[src/cib_pkg.sv]
// Purpose: Shared constants and types for the C/I channel handler.
// Assumes: Avalon-MM word registers, byte address = 4 * register index.
// Notes:   Frame slot positions count link bits after the frame sync.
package cib_pkg;

   // Register indices (byte address is four times the index)
   localparam logic [7:0] IDX_CI0     = 8'h2E;
   localparam logic [7:0] IDX_CI1     = 8'h2F;
   localparam logic [7:0] IDX_MODE    = 8'h3C;
   localparam logic [7:0] IDX_IRQ_STA = 8'h3D;
   localparam logic [7:0] IDX_IRQ_MSK = 8'h3E;

   // Values after reset
   localparam logic [7:0] CI0_RX_RESET  = 8'hF3;
   localparam logic [7:0] CI0_TX_RESET  = 8'hFE;
   localparam logic [7:0] CI1_RX_RESET  = 8'hFE;
   localparam logic [7:0] CI1_TX_RESET  = 8'hFE;
   localparam logic [2:0] MODE_RESET    = 3'h0;
   localparam logic [2:0] IRQ_MSK_RESET = 3'h0;

   // Interface mode value that lets the request bit enter shared-bus arbitration; address 7 contends in every mode
   localparam logic [2:0] MODE_ARB_ON = 3'h1;
   localparam logic [2:0] ADDR_DEFAULT_OWNER = 3'h7;

   // Interrupt status bit positions
   localparam int IRQ_CH0 = 0;
   localparam int IRQ_CH1 = 1;
   localparam int IRQ_BAS = 2;
   localparam int IRQ_W   = 3;

   // Link frame slots
   localparam int         CNT_W      = 5;
   localparam logic [4:0] CNT_MAX    = 5'h1F;
   localparam logic [4:0] SLOT_CH0_L = 5'h03;
   localparam logic [4:0] SLOT_CH1_F = 5'h04;
   localparam logic [4:0] SLOT_CH1_L = 5'h09;
   localparam logic [4:0] SLOT_ARB_F = 5'h0A;
   localparam logic [4:0] SLOT_ARB_L = 5'h0C;
   localparam logic [4:0] SLOT_SG    = 5'h0D;

   typedef struct packed {
      logic [3:0] code;
      logic [2:0] addr;
      logic       req;
   } cib_tx0_s;

   typedef struct packed {
      logic [5:0] code;
      logic       width6;
      logic       irq_en;
   } cib_ch1_s;

   typedef struct packed {
      logic [3:0] code;
      logic       chg0;
      logic       chg1;
      logic       stop;
      logic       bus_access_state;
   } cib_rx0_s;

   typedef enum logic [1:0] {
      ARB_IDLE = 2'b00,
      ARB_RUN  = 2'b01,
      ARB_WON  = 2'b10
   } cib_arb_e;

endpackage

[src/cib_ci_handler.sv]
// Purpose: C/I channel 0/1 handler with shared-bus arbitration.
// Assumes: Link clock, frame sync and data are sampled by CLOCK.
// Notes:   Link data driven after link rising edge, sampled on falling.
//
// The implementer's own choice: the Avalon-MM register port.

module cib_ci_handler
(
   input  wire logic        CLOCK,
   input  wire logic        RST_B,
   input  wire logic [9:0]  ADDRESS,
   input  wire logic        READ,
   input  wire logic        WRITE,
   input  wire logic [3:0]  BYTEENABLE,
   input  wire logic [31:0] WRITEDATA,
   output logic      [31:0] READDATA,
   output logic             WAITREQUEST,
   output logic             IRQ,
   input  wire logic        LINK_CLK,
   input  wire logic        FRAME_SYNC,
   input  wire logic        RX_DATA,
   input  wire logic        UP_DATA_I,
   output logic             UP_DATA_O,
   output logic             UP_DATA_OE_B
);

   logic [3:0]       meta_q;
   logic [3:0]       sync_q;
   logic             lclk_prev_q;
   logic             rise;
   logic             fall;
   logic             fsync_s;
   logic             rx_s;
   logic             wire_s;
   logic [4:0]       cnt_q;
   logic [4:0]       idx_d;

   logic             ack_q;
   logic             acc;
   logic             wr_acc;
   logic             rd_acc;
   logic [7:0]       reg_idx;
   logic             word_ok;
   logic [31:0]      rdata_q;
   logic [31:0]      rmux;

   cib_pkg::cib_tx0_s tx0_q;
   cib_pkg::cib_ch1_s tx1_q;
   logic [2:0]       mode_q;
   logic [2:0]       irq_sta_q;
   logic [2:0]       irq_msk_q;

   logic [3:0]       sh0_q;
   logic [3:0]       prev0_q;
   logic [3:0]       stable0_q;
   logic [3:0]       full0;
   logic             new0;
   logic [3:0]       code0_q;
   logic [3:0]       pend0_q;
   logic             pend_v_q;
   logic             read_done_q;
   logic             chg0_q;
   logic             chg0_set;
   logic             chg0_clr;

   logic [5:0]       sh1_q;
   logic [5:0]       full1;
   logic [5:0]       code1_q;
   logic             chg1_q;
   logic             new1;
   logic             stop_q;

   cib_pkg::cib_arb_e arb_q;
   logic [1:0]       arb_bit;
   logic             own_bit;
   logic             contend;
   logic             hold;
   logic             hold_prev_q;
   logic             tx_bit;
   logic             oe_b_q;
   cib_pkg::cib_rx0_s rx0;

   // Two flip-flops for every link input before any logic
   always_ff @(posedge CLOCK or negedge RST_B)
   begin
      if (!RST_B)
      begin
         meta_q      <= 4'hF;
         sync_q      <= 4'hF;
         lclk_prev_q <= 1'b1;
      end
      else
      begin
         meta_q      <= {LINK_CLK, FRAME_SYNC, RX_DATA, UP_DATA_I};
         sync_q      <= meta_q;
         lclk_prev_q <= sync_q[3];
      end
   end

   assign rise    = sync_q[3] & ~lclk_prev_q;
   assign fall    = ~sync_q[3] & lclk_prev_q;
   assign fsync_s = sync_q[2];
   assign rx_s    = sync_q[1];
   assign wire_s  = sync_q[0];

   always_comb
   begin
      if (fsync_s)
         idx_d = 5'h00;
      else if (cnt_q == cib_pkg::CNT_MAX)
         idx_d = cnt_q;
      else
         idx_d = cnt_q + 5'h01;
   end

   always_ff @(posedge CLOCK or negedge RST_B)
   begin
      if (!RST_B)
         cnt_q <= cib_pkg::CNT_MAX;
      else if (rise)
         cnt_q <= idx_d;
   end

   // Avalon-MM slave: one wait state per access
   assign WAITREQUEST = (READ | WRITE) & ~ack_q;
   assign acc     = (READ | WRITE) & ack_q;
   assign reg_idx = ADDRESS[9:2];
   assign word_ok = (ADDRESS[1:0] == 2'h0);
   assign wr_acc  = WRITE & ack_q & word_ok & BYTEENABLE[0];
   assign rd_acc  = READ & ack_q & word_ok;
   assign READDATA = rdata_q;

   always_ff @(posedge CLOCK or negedge RST_B)
   begin
      if (!RST_B)
         ack_q <= 1'b0;
      else
         ack_q <= (READ | WRITE) & ~ack_q;
   end

   assign rx0 = '{code: code0_q, chg0: chg0_q, chg1: chg1_q,
                  stop: stop_q, bus_access_state: ~hold};

   always_comb
   begin
      rmux = 32'h0000_0000;
      if (word_ok)
      begin
         case (reg_idx)
            cib_pkg::IDX_CI0:     rmux[7:0] = rx0;
            // Width select and irq enable read back
            // width read back
            cib_pkg::IDX_CI1:     rmux[7:0] = {code1_q, tx1_q.width6,
                                               tx1_q.irq_en};
            cib_pkg::IDX_MODE:    rmux[2:0] = mode_q;
            cib_pkg::IDX_IRQ_STA: rmux[2:0] = irq_sta_q;
            cib_pkg::IDX_IRQ_MSK: rmux[2:0] = irq_msk_q;
            default:              rmux = 32'h0000_0000;
         endcase
      end
   end

   always_ff @(posedge CLOCK or negedge RST_B)
   begin
      if (!RST_B)
         rdata_q <= 32'h0000_0000;
      else if (READ & ~ack_q)
         rdata_q <= rmux;
   end

   // Control registers; mode and mask read back, CI1 only its width and enable bits, CI0 transmit is write-only
   always_ff @(posedge CLOCK or negedge RST_B)
   begin
      if (!RST_B)
      begin
         tx0_q     <= cib_pkg::CI0_TX_RESET;
         tx1_q     <= cib_pkg::CI1_TX_RESET;
         mode_q    <= cib_pkg::MODE_RESET;
         irq_msk_q <= cib_pkg::IRQ_MSK_RESET;
      end
      else if (wr_acc)
      begin
         case (reg_idx)
            cib_pkg::IDX_CI0:     tx0_q     <= WRITEDATA[7:0];
            cib_pkg::IDX_CI1:     tx1_q     <= WRITEDATA[7:0];
            cib_pkg::IDX_MODE:    mode_q    <= WRITEDATA[2:0];
            cib_pkg::IDX_IRQ_MSK: irq_msk_q <= WRITEDATA[2:0];
            default:              mode_q    <= mode_q;
         endcase
      end
   end

   // Channel 0 receive: stable across two frames
   assign full0 = {sh0_q[2:0], rx_s};
   assign new0  = fall & (cnt_q == cib_pkg::SLOT_CH0_L) &
                  (full0 == prev0_q) & (full0 != stable0_q);

   always_ff @(posedge CLOCK or negedge RST_B)
   begin
      if (!RST_B)
      begin
         sh0_q     <= 4'hF;
         prev0_q   <= 4'hF;
         stable0_q <= 4'hF;
      end
      else if (fall && cnt_q <= cib_pkg::SLOT_CH0_L)
      begin
         sh0_q <= full0;
         if (cnt_q == cib_pkg::SLOT_CH0_L)
         begin
            prev0_q <= full0;
            if (new0)
               stable0_q <= full0;
         end
      end
   end

   assign chg0_clr = rd_acc & (reg_idx == cib_pkg::IDX_CI0);

   // Visible code plus one pending code
   always_ff @(posedge CLOCK or negedge RST_B)
   begin
      if (!RST_B)
      begin
         code0_q     <= cib_pkg::CI0_RX_RESET[7:4];
         pend0_q     <= 4'hF;
         pend_v_q    <= 1'b0;
         read_done_q <= 1'b1;
      end
      else
      begin
         // load only after prior code read
         // keep first, overwrite pending with last
         if (new0 && (read_done_q || chg0_clr) && !pend_v_q)
         begin
            code0_q     <= full0;
            read_done_q <= 1'b0;
         end
         else if (chg0_clr && pend_v_q)
         begin
            code0_q     <= new0 ? full0 : pend0_q;
            pend_v_q    <= 1'b0;
            read_done_q <= 1'b0;
         end
         else if (new0)
         begin
            pend0_q  <= full0;
            pend_v_q <= 1'b1;
         end
         else if (chg0_clr)
            read_done_q <= 1'b1;
      end
   end

   assign chg0_set = (new0 && (read_done_q || chg0_clr) && !pend_v_q) ||
                     (chg0_clr && pend_v_q);

   // Set wins over the read clear
   always_ff @(posedge CLOCK or negedge RST_B)
   begin
      if (!RST_B)
         chg0_q <= 1'b0;
      // set on stable new code, cleared by read
      else if (chg0_set)
         chg0_q <= 1'b1;
      else if (chg0_clr)
         chg0_q <= 1'b0;
   end

   // Channel 1 receive: six bits every frame
   assign full1 = {sh1_q[4:0], rx_s};
   // upper bits ignored in 4-bit width
   assign new1 = fall & (cnt_q == cib_pkg::SLOT_CH1_L) &
                 (tx1_q.width6 ? (full1 != code1_q)
                               : (full1[3:0] != code1_q[3:0]));

   always_ff @(posedge CLOCK or negedge RST_B)
   begin
      if (!RST_B)
      begin
         sh1_q   <= 6'h3F;
         code1_q <= cib_pkg::CI1_RX_RESET[7:2];
      end
      else if (fall && cnt_q >= cib_pkg::SLOT_CH1_F &&
               cnt_q <= cib_pkg::SLOT_CH1_L)
      begin
         sh1_q <= full1;
         if (cnt_q == cib_pkg::SLOT_CH1_L)
            code1_q <= full1;
      end
   end

   always_ff @(posedge CLOCK or negedge RST_B)
   begin
      if (!RST_B)
         chg1_q <= 1'b0;
      // single-frame change, cleared by ch0 read
      else if (new1)
         chg1_q <= 1'b1;
      else if (chg0_clr)
         chg1_q <= 1'b0;
   end

   always_ff @(posedge CLOCK or negedge RST_B)
   begin
      if (!RST_B)
         stop_q <= cib_pkg::CI0_RX_RESET[1];
      else if (fall && cnt_q == cib_pkg::SLOT_SG)
         stop_q <= rx_s;
   end

   // Shared-bus arbitration, open drain, lower address wins
   // request contends without a pending frame
   assign contend = (tx0_q.req && mode_q == cib_pkg::MODE_ARB_ON) ||
                    (tx0_q.addr == cib_pkg::ADDR_DEFAULT_OWNER);
   assign arb_bit = 2'(cib_pkg::SLOT_ARB_L - cnt_q);
   assign own_bit = tx0_q.addr[arb_bit];
   assign hold    = (arb_q == cib_pkg::ARB_WON);

   always_ff @(posedge CLOCK or negedge RST_B)
   begin
      if (!RST_B)
         arb_q <= cib_pkg::ARB_IDLE;
      else if (rise && idx_d == cib_pkg::SLOT_ARB_F)
         arb_q <= contend ? cib_pkg::ARB_RUN : cib_pkg::ARB_IDLE;
      else if (fall && arb_q == cib_pkg::ARB_RUN &&
               cnt_q >= cib_pkg::SLOT_ARB_F &&
               cnt_q <= cib_pkg::SLOT_ARB_L)
      begin
         // compare own address bit with wire
         case ({wire_s != own_bit, cnt_q == cib_pkg::SLOT_ARB_L})
            2'b00:   arb_q <= cib_pkg::ARB_RUN;
            2'b01:   arb_q <= cib_pkg::ARB_WON;
            default: arb_q <= cib_pkg::ARB_IDLE;
         endcase
      end
   end

   // Upstream bit for the slot now starting
   always_comb
   begin
      tx_bit = 1'b1;
      if (idx_d <= cib_pkg::SLOT_CH0_L)
         // ch0 code only while holding bus
         tx_bit = hold ? tx0_q.code[2'(cib_pkg::SLOT_CH0_L - idx_d)]
                       : 1'b1;
      else if (idx_d <= cib_pkg::SLOT_CH1_L)
         tx_bit = tx1_q.code[3'(cib_pkg::SLOT_CH1_L - idx_d)];
      else if (idx_d <= cib_pkg::SLOT_ARB_L &&
               (idx_d == cib_pkg::SLOT_ARB_F ? contend
                                             : arb_q == cib_pkg::ARB_RUN))
         tx_bit = tx0_q.addr[2'(cib_pkg::SLOT_ARB_L - idx_d)];
   end

   // Ones are sent by releasing the open-drain line
   always_ff @(posedge CLOCK or negedge RST_B)
   begin
      if (!RST_B)
         oe_b_q <= 1'b1;
      else if (rise)
         oe_b_q <= tx_bit;
   end

   assign UP_DATA_O    = 1'b0;
   assign UP_DATA_OE_B = oe_b_q;

   // Interrupt status, write one to clear, set wins
   always_ff @(posedge CLOCK or negedge RST_B)
   begin
      if (!RST_B)
      begin
         irq_sta_q   <= 3'h0;
         hold_prev_q <= 1'b0;
      end
      else
      begin
         hold_prev_q <= hold;
         irq_sta_q   <= (irq_sta_q &
                         ~((wr_acc && reg_idx == cib_pkg::IDX_IRQ_STA) ?
                           WRITEDATA[2:0] : 3'h0)) |
                        {hold != hold_prev_q,
                         new1 & tx1_q.irq_en,
                         chg0_set};
      end
   end

   // Level interrupt from unmasked status
   assign IRQ = |(irq_sta_q & irq_msk_q);

endmodule

[config.mk]
export PLATFORM = sky130hd
export DESIGN_NAME = cib_ci_handler
export DESIGN_NICKNAME = d
export VERILOG_FILES = /design/src/cib_pkg.sv /design/src/cib_ci_handler.sv
export SDC_FILE = /design/constraint.sdc
export NUM_CORES = 1
export LEC_CHECK = 0
export BUFFER_PORTS_ARGS = -buffer_cell sky130_fd_sc_hd__buf_2
export CAP_MARGIN = 5
export CELL_PAD_IN_SITES_DETAIL_PLACEMENT = 1
export CELL_PAD_IN_SITES_GLOBAL_PLACEMENT = 1
export CORE_MARGIN = 1
export CORE_UTILIZATION = 46
export CTS_CLUSTER_SIZE = 30
export DETAILED_ROUTE_END_ITERATION = 8
export PLACE_DENSITY_LB_ADDON = 0.15
export SYNTH_ARGS = -nofsm -noshare
export SYNTH_HDL_FRONTEND = slang
export SYNTH_SLANG_ARGS = --single-unit
[constraint.sdc]
create_clock -name CLOCK -period 8.3 [get_ports CLOCK]
set_input_delay 0.83 -clock CLOCK [delete_from_list [all_inputs] [get_ports CLOCK]]
set_output_delay 0.83 -clock CLOCK [all_outputs]
set_load 0.02 [all_outputs]
==> metrics.txt, run 1 <==
status=complete, but fails checks; failing checks=design-rule violations; clock-pin slew on the worst setup and hold paths=0.09 ns; Die Y-Extent=101.8 µm; most frequent cells in the layout=61 x dfstp_2, 48 x mux2_2, 36 x buf_2, 26 x dfrtp_1, 25 x conb_1; top layer in use=met4; Initial Utilization=47.13%; final net count=487; initial DRC count=140; post-synthesis average cell area=11.49 µm²; max incr delay on CP=0.84 ns; Clock Latency Late Sink=0.37 ns; Crit. path cell count=6; wire per inst=15.99 µm; hold_sp=meta_q[2]; CP startpoint kind=flop; Synth Flop Type=dfstp_2; CTS tree=yes; Worst R2R Start=cnt_q[0]; EDFF count, synth=0; vias per cell=5.336; Leak Pwr=2.161 nW; CP Capture Type=flop; Worst Hold Class=reg2reg; critical path class=reg2reg; port bufs=37; FF-to-FF setup slack=4.82 ns; number of gates resized after CTS=0; Total GRT Usage=19.22%; Fin Hold WS=0.3590 ns; Die Wd=101.8 µm; Ant. Diodes=0; Total Power=906.4 µW; worst endpoint required time=8.60 ns; fmax=287.4 MHz; Power per Cell Area=183.7 nW/µm²; max_slew headroom=32.87%; met3 WL=282 µm; Post-Syn Instances=399; H-Tree Depth=3; M1 WL=4203 µm; vias in the first global route=3,003; Worst Tran Pin Value=1.002 ns; initial antenna violation count=0; Max clock buf depth=2; Rows=36; Num CTS Buffers=9; dpl hpwl=6599 µm; worst path cell trace=ha_1, or4b_4, nor3_2, o2bb2a_1, nor2_1, a21oi_1; maxcap violations=0; setup violators final=0; Hold Path Stages=0; grt ovf=0; commonest non-fill, non-tap cell in the layout=dfstp_2; io pins=90; Max VDD drop=0.09574 mV; global-route wire length before repair=15,080 µm; Setup Fix Bufs, Post-CTS=0; total negative slack=0 ns; antenna-violating nets left=0; RSZ-0062 raised after global routing=false; final hold violation count=0; Warnings, synthesis=0; Worst Path Buf+Inv=0; drt pass-1 iters=6; sequential area share after synthesis=49.14%; Hold Path End=sync_q[2]; DR vias=3,020; metal2 WL=4456 µm; Worst Skew=0.008486 ns; Critical Path AT=3.78 ns; asr flop ratio synth=100.0%; clock root buffer=clkbuf_8; fillers=1,095; worst-path fanout max=18; total die area=10,370 µm²; Yosys cell types=60; Seq cells post-synth=87; layout cells sized above 1=39.49%; RR Endpoint=code0_q[1]; CP delay by family, top=simple AND/OR/NAND/NOR gates; placed cell count=550; Worst Reg-to-Reg Cells=6; final max-slew violation count=0; clk sinks=87; GPL Wtd Cong=0.8030; Core ar.=9729 µm²; slowest cell on the critical path=nor3_2; total wire length after detailed routing=9049 µm; Layout area overhead=7.585%; fin crit period=3.479 ns; Final Cycle Share=41.92%; pin count of the biggest net entering global routing=64; Mapped Area=4586 µm²; Finished Layout Cells=566; cts hold-fix bufs=0; DRC=1
-- synthesized netlist by cell type, drive strengths merged (8+ instances only) --
library cell  count  area (µm²)
mux2             52       600.6
o21ai            20       100.1
dfstp            61        1603
nand2b            8       50.05
nand2            23       86.33
buf              33       235.2
inv               8       30.03
dfrtp            26       650.6
a21oi            11       55.05
clkbuf           12       45.04
xor2             11       96.34
mux2i            17       170.2
nor2             18       67.56
-- report_power, final --
| group | internal, mW | switching, mW |
|---|---|---|
| combinational | 0.0607 | 0.0675 |
| sequential | 0.474 | 0.0394 |
| clock | 0.117 | 0.148 |
-- layout make-up --
cell class | count | area (µm²) | area share (%)
Clock inverter | 3 | 20.02 | 0.4058
Clock buffer | 13 | 148.9 | 3.018
Inverter | 8 | 30.03 | 0.6087
Multi-Input combinational cell | 283 | 2112 | 42.81
Sequential cell | 87 | 2253 | 45.68
Tap cell | 133 | 166.4 | 3.373
Timing Repair Buffer | 39 | 202.7 | 4.109
-- worst max path at each step --
stage | startpoint | endpoint | slack (ns)
2_1_floorplan | cnt_q[0] | UP_DATA_OE_B | 5.31
3_3_place_gp | cnt_q[0] | code0_q[3] | 4.89
3_5_place_dp | cnt_q[0] | code0_q[1] | 4.84
4_1_cts | cnt_q[0] | code0_q[1] | 4.80
5_1_grt | cnt_q[0] | code0_q[3] | 4.63
6_report | cnt_q[0] | code0_q[1] | 4.82
-- registers in the layout, summed over array words and instances (netlist names), 2 cells and up --
name,count
READDATA,8
tx0_q,8
tx1_q,8
code1_q,6
cnt_q,5
sh1_q,5
code0_q,4
meta_q,4
pend0_q,4
prev0_q,4
stable0_q,4
sync_q,4
irq_msk_q,3
irq_sta_q,3
mode_q,3
sh0_q,3
arb_q,2
-- cells by family (layout without fill, tap and decap cells) --
| family | count (synthesis) | count (layout) | share of synthesized area [%] |
|---|---|---|---|
| other | 1 | 25 | 0.08178 |
| xor gates and xnor gates | 17 | 17 | 3.247 |
| DFF | 87 | 87 | 49.14 |
| AOI/OAI and AO/OA | 71 | 71 | 10.51 |
| buffers and inverters | 53 | 63 | 6.767 |
| muxes | 69 | 69 | 16.81 |
| and+or+nand+nor | 96 | 96 | 12.09 |
| adders and majority gates | 5 | 5 | 1.364 |
-- metrics by stage --
| stage | setup slack (ns) | instance area [µm²] | utilization (%) |
|---|---|---|---|
| 6_report | 4.821 | 4933 | 50.71 |
| 5_1_grt | 4.627 | 4933 | 50.71 |
| 4_1_cts | 4.802 | 4933 | 50.71 |
| 3_5_place_dp | 4.842 | 4765 | 48.97 |
| 3_3_place_gp | 4.894 | 4765 | 48.97 |
| 2_1_floorplan | 5.310 | 4676 | - |
-- routing by layer --
metal  track usage (%)  vias up
li1                  -     1429
met1             25.70     1535
met2             30.72       45
met3             4.925       11
met4             6.264        0
met5                 0        -
Note: power is estimated with default switching activity, not from simulation.
==> run 2, diff against run 1 <==
--- a/config.mk
+++ b/config.mk
@@ -10,7 +10,7 @@
 export CELL_PAD_IN_SITES_DETAIL_PLACEMENT = 1
 export CELL_PAD_IN_SITES_GLOBAL_PLACEMENT = 1
 export CORE_MARGIN = 1
-export CORE_UTILIZATION = 46
+export CORE_UTILIZATION = 39
 export CTS_CLUSTER_SIZE = 30
 export DETAILED_ROUTE_END_ITERATION = 8
 export PLACE_DENSITY_LB_ADDON = 0.15
==> constraint.sdc (replaced) <==
create_clock -name CLOCK -period 2.95 [get_ports CLOCK]
set_input_delay 0.295 -clock CLOCK [delete_from_list [all_inputs] [get_ports CLOCK]]
set_output_delay 0.295 -clock CLOCK [all_outputs]
set_load 0.02 [all_outputs]
==> run 2 against run 1 <==
The run now ends clean. Routed wire length grew 7.6%. First-iteration DRC count shrank 17%. Via count up 1.9%. Sequential power grew to 2.8 times the previous value. Non-clock buffer count rose by 17. Clock power grew to 4.6 times the previous value. Sequential cell count unchanged. Cell count is 4.8% higher. Core utilization is 4.9 points lower. Worst setup slack worse by 4.6 ns. Critical path type unchanged. Critical endpoint is now UP_DATA_OE_B. Largest cell class unchanged.
==> metrics.txt, run 2 (synthesis gave the netlist of run 1 again) <==
status=complete, no violations; H-Tree Depth=3 (unchanged); Worst Skew=0.008854 ns (+0.0003683 ns); multi-input logic area=2117 µm² (+0.24%); fmax=373.1 MHz (+30%); vias per cell=5.187 (-2.8%); met3 GRT Util=3.677% (-1.2 points); max_slew headroom=51.20% (+18 points); clock-pin slew on the worst setup and hold paths=0.06 ns (-0.03 ns); clk sinks=87 (unchanged); met2 usage=28.28% (-2.4 points); clock root buffer=clkbuf_16; dpl hpwl=7151 µm (+8.4%); Worst Tran Pin Value=0.7320 ns (-0.2695 ns); total wire length after detailed routing=9733 µm (+7.6%); most used cell, CP=ha_1; Num CTS Buffers=9 (unchanged); GRT met1 Usage=21.80% (-3.9 points); global-route wire length before repair=16,440 µm (+9.0%); io pins=90 (unchanged); pin count of the biggest net entering global routing=59 (-7.8%); Final Cycle Share=90.85% (+49 points); register area=2253 µm² (unchanged); GPL Wtd Cong=0.7846 (-2.3%); total negative slack=0 ns (unchanged); logic gate share of total power=13.2% (-0.9 points); slowest cell on the critical path=dfstp_2; worst endpoint required time=3.21 ns (-5.39 ns); setup violators final=0 (unchanged); fin crit period=2.680 ns (-0.7990 ns); maxcap violations=0 (unchanged); Rows=39 (+8.3%); Leak Pwr=2.325 nW (+7.6%); Worst Hold Class=in2async; Power per Cell Area=587.5 nW/µm² (+220%); Initial Utilization=40.16% (-7.0 points); Seq pwr share=46.6% (-10 points); CTS tree=yes; commonest non-fill, non-tap cell in the layout=dfstp_2; DRC=0 (-1); final hold violation count=0 (unchanged); wire per inst=16.41 µm (+2.7%); Layout area overhead=14.08%; Total GRT Usage=17.34% (-1.9 points); Die Y-Extent=110.4 µm (+8.4%); port bufs=37 (unchanged); gr busiest metal=met2; Core ar.=11,420 µm² (+17%); total die area=12,200 µm² (+18%); Max clock buf depth=2 (unchanged); max incr delay on CP=0.64 ns (-0.20 ns); Clock Latency Late Sink=0.35 ns (-0.02 ns); Clk pwr share=40.2% (+11 points); worst-path fanout max=11 (-7); initial DRC count=116 (-17%); antenna-violating nets left=0 (unchanged); Setup Fix Bufs, Post-CTS=0 (unchanged); sw frac=26.03% (-2.1 points); Ant. Diodes=0 (unchanged); vias in the first global route=3,265 (+8.7%); initial antenna violation count=0 (unchanged); Critical Path AT=2.94 ns (-0.84 ns); CP Capture Type=flop; critical path class=reg2reg; layout cells sized above 1=42.44% (+3.0 points); final net count=504 (+3.5%); most frequent cells in the layout=61 x dfstp_2, 48 x mux2_2, 36 x buf_2, 26 x dfrtp_1, 25 x conb_1; fin util=45.81% (-4.9 points); RSZ-0062 raised after global routing=false; Max VDD drop=0.3942 mV (+310%); fillers=1,253 (+14%); Int Pwr=2.273 mW (+250%); final max-slew violation count=0 (unchanged); CP startpoint kind=flop; Die Wd=110.4 µm (+8.4%); Net Sw Power=800.1 µW (+210%); drt pass-1 iters=4 (-2); DR vias=3,076 (+1.9%); grt ovf=0 (unchanged); worst path cell trace=ha_1, and4_1, mux2i_2, inv_1, ha_1, a2111oi_1, buf_4, o21ai_0, o32ai_1, a211oi_1
run 2: cell types whose count changed in the layout (fill, tap and decap cells not counted), moves of 2 or more:
cell | previous run | this run
buf_4 | 3 | 20
bufinv_16 | 0 | 2
clkbuf_1 | 3 | 1
clkbuf_16 | 0 | 9
clkbuf_8 | 10 | 0
run 2: timing repair:
action | CTS | global route
resized for setup | 0 | 1
endpoints found under the setup margin | 0 | 1
hold buffers | 0 | 0
run 2: metrics by stage:
step           total power [mW]  hold slack [ns]  cells  area [µm²]  setup WS (ns)
2_1_floorplan             1.737       -0.0005911    423        4679        0.04780
3_3_place_gp              1.845           0.3464    577        4908         0.2814
3_5_place_dp              1.864           0.3470    577        4908         0.2806
4_1_cts                   3.134          0.01764    593        5230         0.2222
5_1_grt                   3.219          0.02429    593        5231       0.003886
6_report                  3.073         0.003172    593        5231         0.2700
run 2: worst max-delay path, delay by kind of cell, from the launching register on:
kind	cells	cell delay [ns]
compound gates	4	0.75
fa+ha+maj	2	0.42
buf+inv	2	0.25
flops	1	0.64
mux	1	0.26
simple gates	1	0.27
run 2: worst paths after layout:
kind	start	endpoint	slack [ns]	cells after the start
worst max-delay path	cnt_q[1]	UP_DATA_OE_B	0.27	10
worst max register to register	cnt_q[1]	UP_DATA_OE_B	0.27	10
worst min-delay path	RST_B	pend_v_q	0.003	1
max in group asynchronous	RST_B	UP_DATA_OE_B	2.12	2
min in group CLOCK	RX_DATA	meta_q[1]	0.04	1
worst min register to register	meta_q[3]	sync_q[3]	0.35	0
run 2: area by class of cell:
type                    count  share of cell area [%]
clock buffers              10                   4.377
clock inverters             6                   1.770
inverters                   8                  0.5740
multi-input cells         283                   40.47
flip-flops and latches     87                   43.08
well taps                 143                   3.420
repair buffers             56                   6.314
run 2: power groups by stage:
| stage | Clock, mW | Combinational, mW | Sequential (mW) |
|---|---|---|---|
| after floorplan | 0 | 0.347 | 1.39 |
| after global placement | 0 | 0.395 | 1.45 |
| after detailed placement | 0 | 0.411 | 1.45 |
| after CTS | 1.28 | 0.414 | 1.44 |
| after global routing | 1.32 | 0.454 | 1.45 |
| final | 1.23 | 0.405 | 1.43 |
run 2: routing by layer:
metal,share of wire (%),vias up
li1,-,1466
met1,45,1544
met2,49,51
met3,2.9,15
met4,2.4,0
met5,0,-
==> run 3, diff against run 2 <==
--- a/config.mk
+++ b/config.mk
@@ -13,7 +13,7 @@
 export CORE_UTILIZATION = 39
 export CTS_CLUSTER_SIZE = 30
 export DETAILED_ROUTE_END_ITERATION = 8
-export PLACE_DENSITY_LB_ADDON = 0.15
+export PLACE_DENSITY_LB_ADDON = 0.1
 export SYNTH_ARGS = -nofsm -noshare
 export SYNTH_HDL_FRONTEND = slang
 export SYNTH_SLANG_ARGS = --single-unit
==> run 3 against run 2 <==
Count of clock-buffer cells in the layout unchanged. Sequential cell count is the same. Non-clock buffer count rose by 1. Critical path depth is the same. First-iteration DRC count increased by 8.6%. Core utilization hardly changed. Worst hold slack better by 0.044 ns. Sequential share of layout area about the same. Register-to-register slack lost 0.03 ns. Global-route usage grew 0.26 points. Critical endpoint unchanged. Largest cell class unchanged.
==> metrics.txt, run 3 (synthesis gave the netlist of run 1 again) <==
final max-slew violation count=0 (unchanged); fin util=45.79% (about the same); dpl hpwl=7295 µm (+2.0%); Max VDD drop=0.4874 mV (+24%); CP delay by family, top=compound AO/OA/AOI/OAI gates; RSZ-0062 raised after global routing=false; fmax=368.4 MHz (-1.3%); Total GRT Usage=17.60% (+0.26 points); vias in the first global route=3,313 (+1.5%); slowest cell on the critical path=dfstp_2; CP Capture Type=flop; maxcap violations=0 (unchanged); layout cells sized above 1=42.35% (-0.094 points); drt pass-1 iters=4 (unchanged); Max clock buf depth=2 (unchanged); number of gates resized after CTS=0 (unchanged); Setup Fix Bufs, Post-CTS=0 (unchanged); CP startpoint kind=flop; critical path class=reg2reg; global-route wire length before repair=17,030 µm (+3.6%); Worst Skew=0.008445 ns (-0.0004088 ns); final hold violation count=0 (unchanged); CTS tree=yes; Rows=39 (unchanged); max_slew headroom=60.20% (+9.0 points); setup violators final=0 (unchanged); status=complete, no violations; Worst Path Buf+Inv=2 (unchanged); antenna-violating nets left=0 (unchanged); post-route cell area=5229 µm² (about the same); GPL Wtd Cong=0.8056 (+2.7%); Worst Hold Class=in2reg; Power per Cell Area=573.4 nW/µm² (-2.4%); pin count of the biggest net entering global routing=54 (-8.5%); clock root buffer=clkbuf_16; worst-path fanout max=11 (unchanged); total die area=12,200 µm² (unchanged); max incr delay on CP=0.66 ns (+0.02 ns); Clock Latency Late Sink=0.34 ns (about the same); Final Cycle Share=92.02% (+1.2 points); worst path cell trace=ha_1, and4_1, mux2i_2, inv_1, ha_1, a2111oi_0, buf_4, o21ai_0, o32ai_1, a211oi_1; clk sinks=87 (unchanged); clock-pin slew on the worst setup and hold paths=0.07 ns (about the same); grt ovf=0 (unchanged); Fin Hold WS=0.04719 ns (+0.04401 ns); fin crit period=2.715 ns (+0.03449 ns); Worst Tran Pin Value=0.5916 ns (-0.1404 ns); io pins=90 (unchanged); Initial Utilization=40.16% (unchanged); Layout area overhead=14.02% (about the same); port bufs=37 (unchanged); total negative slack=0 ns (unchanged); DRC=0 (unchanged); Die Y-Extent=110.4 µm (unchanged); initial antenna violation count=0 (unchanged); Placed Area=4921 µm² (+0.25%); initial DRC count=126 (+8.6%); Num CTS Buffers=9 (unchanged); most used cell, CP=ha_1; Leak Pwr=2.322 nW (-0.11%); worst endpoint required time=3.21 ns (about the same); Die Wd=110.4 µm (unchanged); most frequent cells in the layout=61 x dfstp_2, 48 x mux2_2, 36 x buf_2, 26 x dfrtp_1, 25 x conb_1; vias per cell=5.158 (-0.56%); Core ar.=11,420 µm² (unchanged); final net count=505 (+0.20%); wire per inst=16.74 µm (+2.0%); Ant. Diodes=0 (unchanged); commonest non-fill, non-tap cell in the layout=dfstp_2; DR vias=3,064 (-0.39%); H-Tree Depth=3 (unchanged); total wire length after detailed routing=9942 µm (+2.1%); Critical Path AT=2.98 ns (+0.04 ns)
## run 3: cell count changes in the layout (fill, tap and decap cells not counted), sizes merged
cell	before	now
clkinv	1	3
inv	10	9
dlygate4sd3	0	1
bufinv	2	1
## run 3: report_power, final
| part | switching, mW | total (mW) | internal, mW | leakage [nW] |
|---|---|---|---|---|
| clock | 0.489 | 1.15 | 0.661 | 0.143 |
| combinational | 0.217 | 0.410 | 0.194 | 1.19 |
| sequential | 0.103 | 1.44 | 1.33 | 0.994 |
| total | 0.809 | 3.00 | 2.19 | 2.32 |
## run 3: area by class of cell
class                           instances  area [µm²]
Tap cell                              143       178.9
Fill cell                            1253        6190
Inverter                                8       30.03
Clock buffer                           10       229.0
Multi-Input combinational cell        283        2116
Timing Repair Buffer                   57       352.8
Sequential cell                        87        2253
Clock inverter                          6       68.82
## run 3: timing repair
action	in CTS	in global routing
endpoints found under the setup margin	0	0
endpoints found under the hold margin	7	0
hold buffers	1	0
## run 3: stage by stage
stage | instances | power (mW) | worst slack, ns
2_1_floorplan | 423 | 1.737 | 0.04780
3_3_place_gp | 577 | 1.849 | 0.2782
3_5_place_dp | 577 | 1.869 | 0.2548
4_1_cts | 594 | 3.048 | 0.2200
5_1_grt | 594 | 3.162 | 0.1001
6_report | 594 | 2.998 | 0.2355
## run 3: final timing paths
| path | start | end | slack [ns] | depth (start not counted) |
|---|---|---|---|---|
| setup / recovery | cnt_q[1] | UP_DATA_OE_B | 0.24 | 10 |
| hold / removal | LINK_CLK | meta_q[3] | 0.05 | 1 |
| setup reg to reg | cnt_q[1] | UP_DATA_OE_B | 0.24 | 10 |
| hold reg to reg | meta_q[2] | sync_q[2] | 0.35 | 0 |
| max in group asynchronous | RST_B | tx1_q[7] | 1.79 | 3 |
| min in group asynchronous | RST_B | READDATA[6] | 0.46 | 2 |
## run 3: per-layer routing
metal / global-route usage (%) / vias to the layer above / wire, µm
met5: 0 / - / 0
met2: 28.86 / 45 / 4927
met4: 4.000 / 0 / 76
met3: 4.775 / 5 / 307
met1: 23.16 / 1544 / 4631
li1: - / 1470 / -
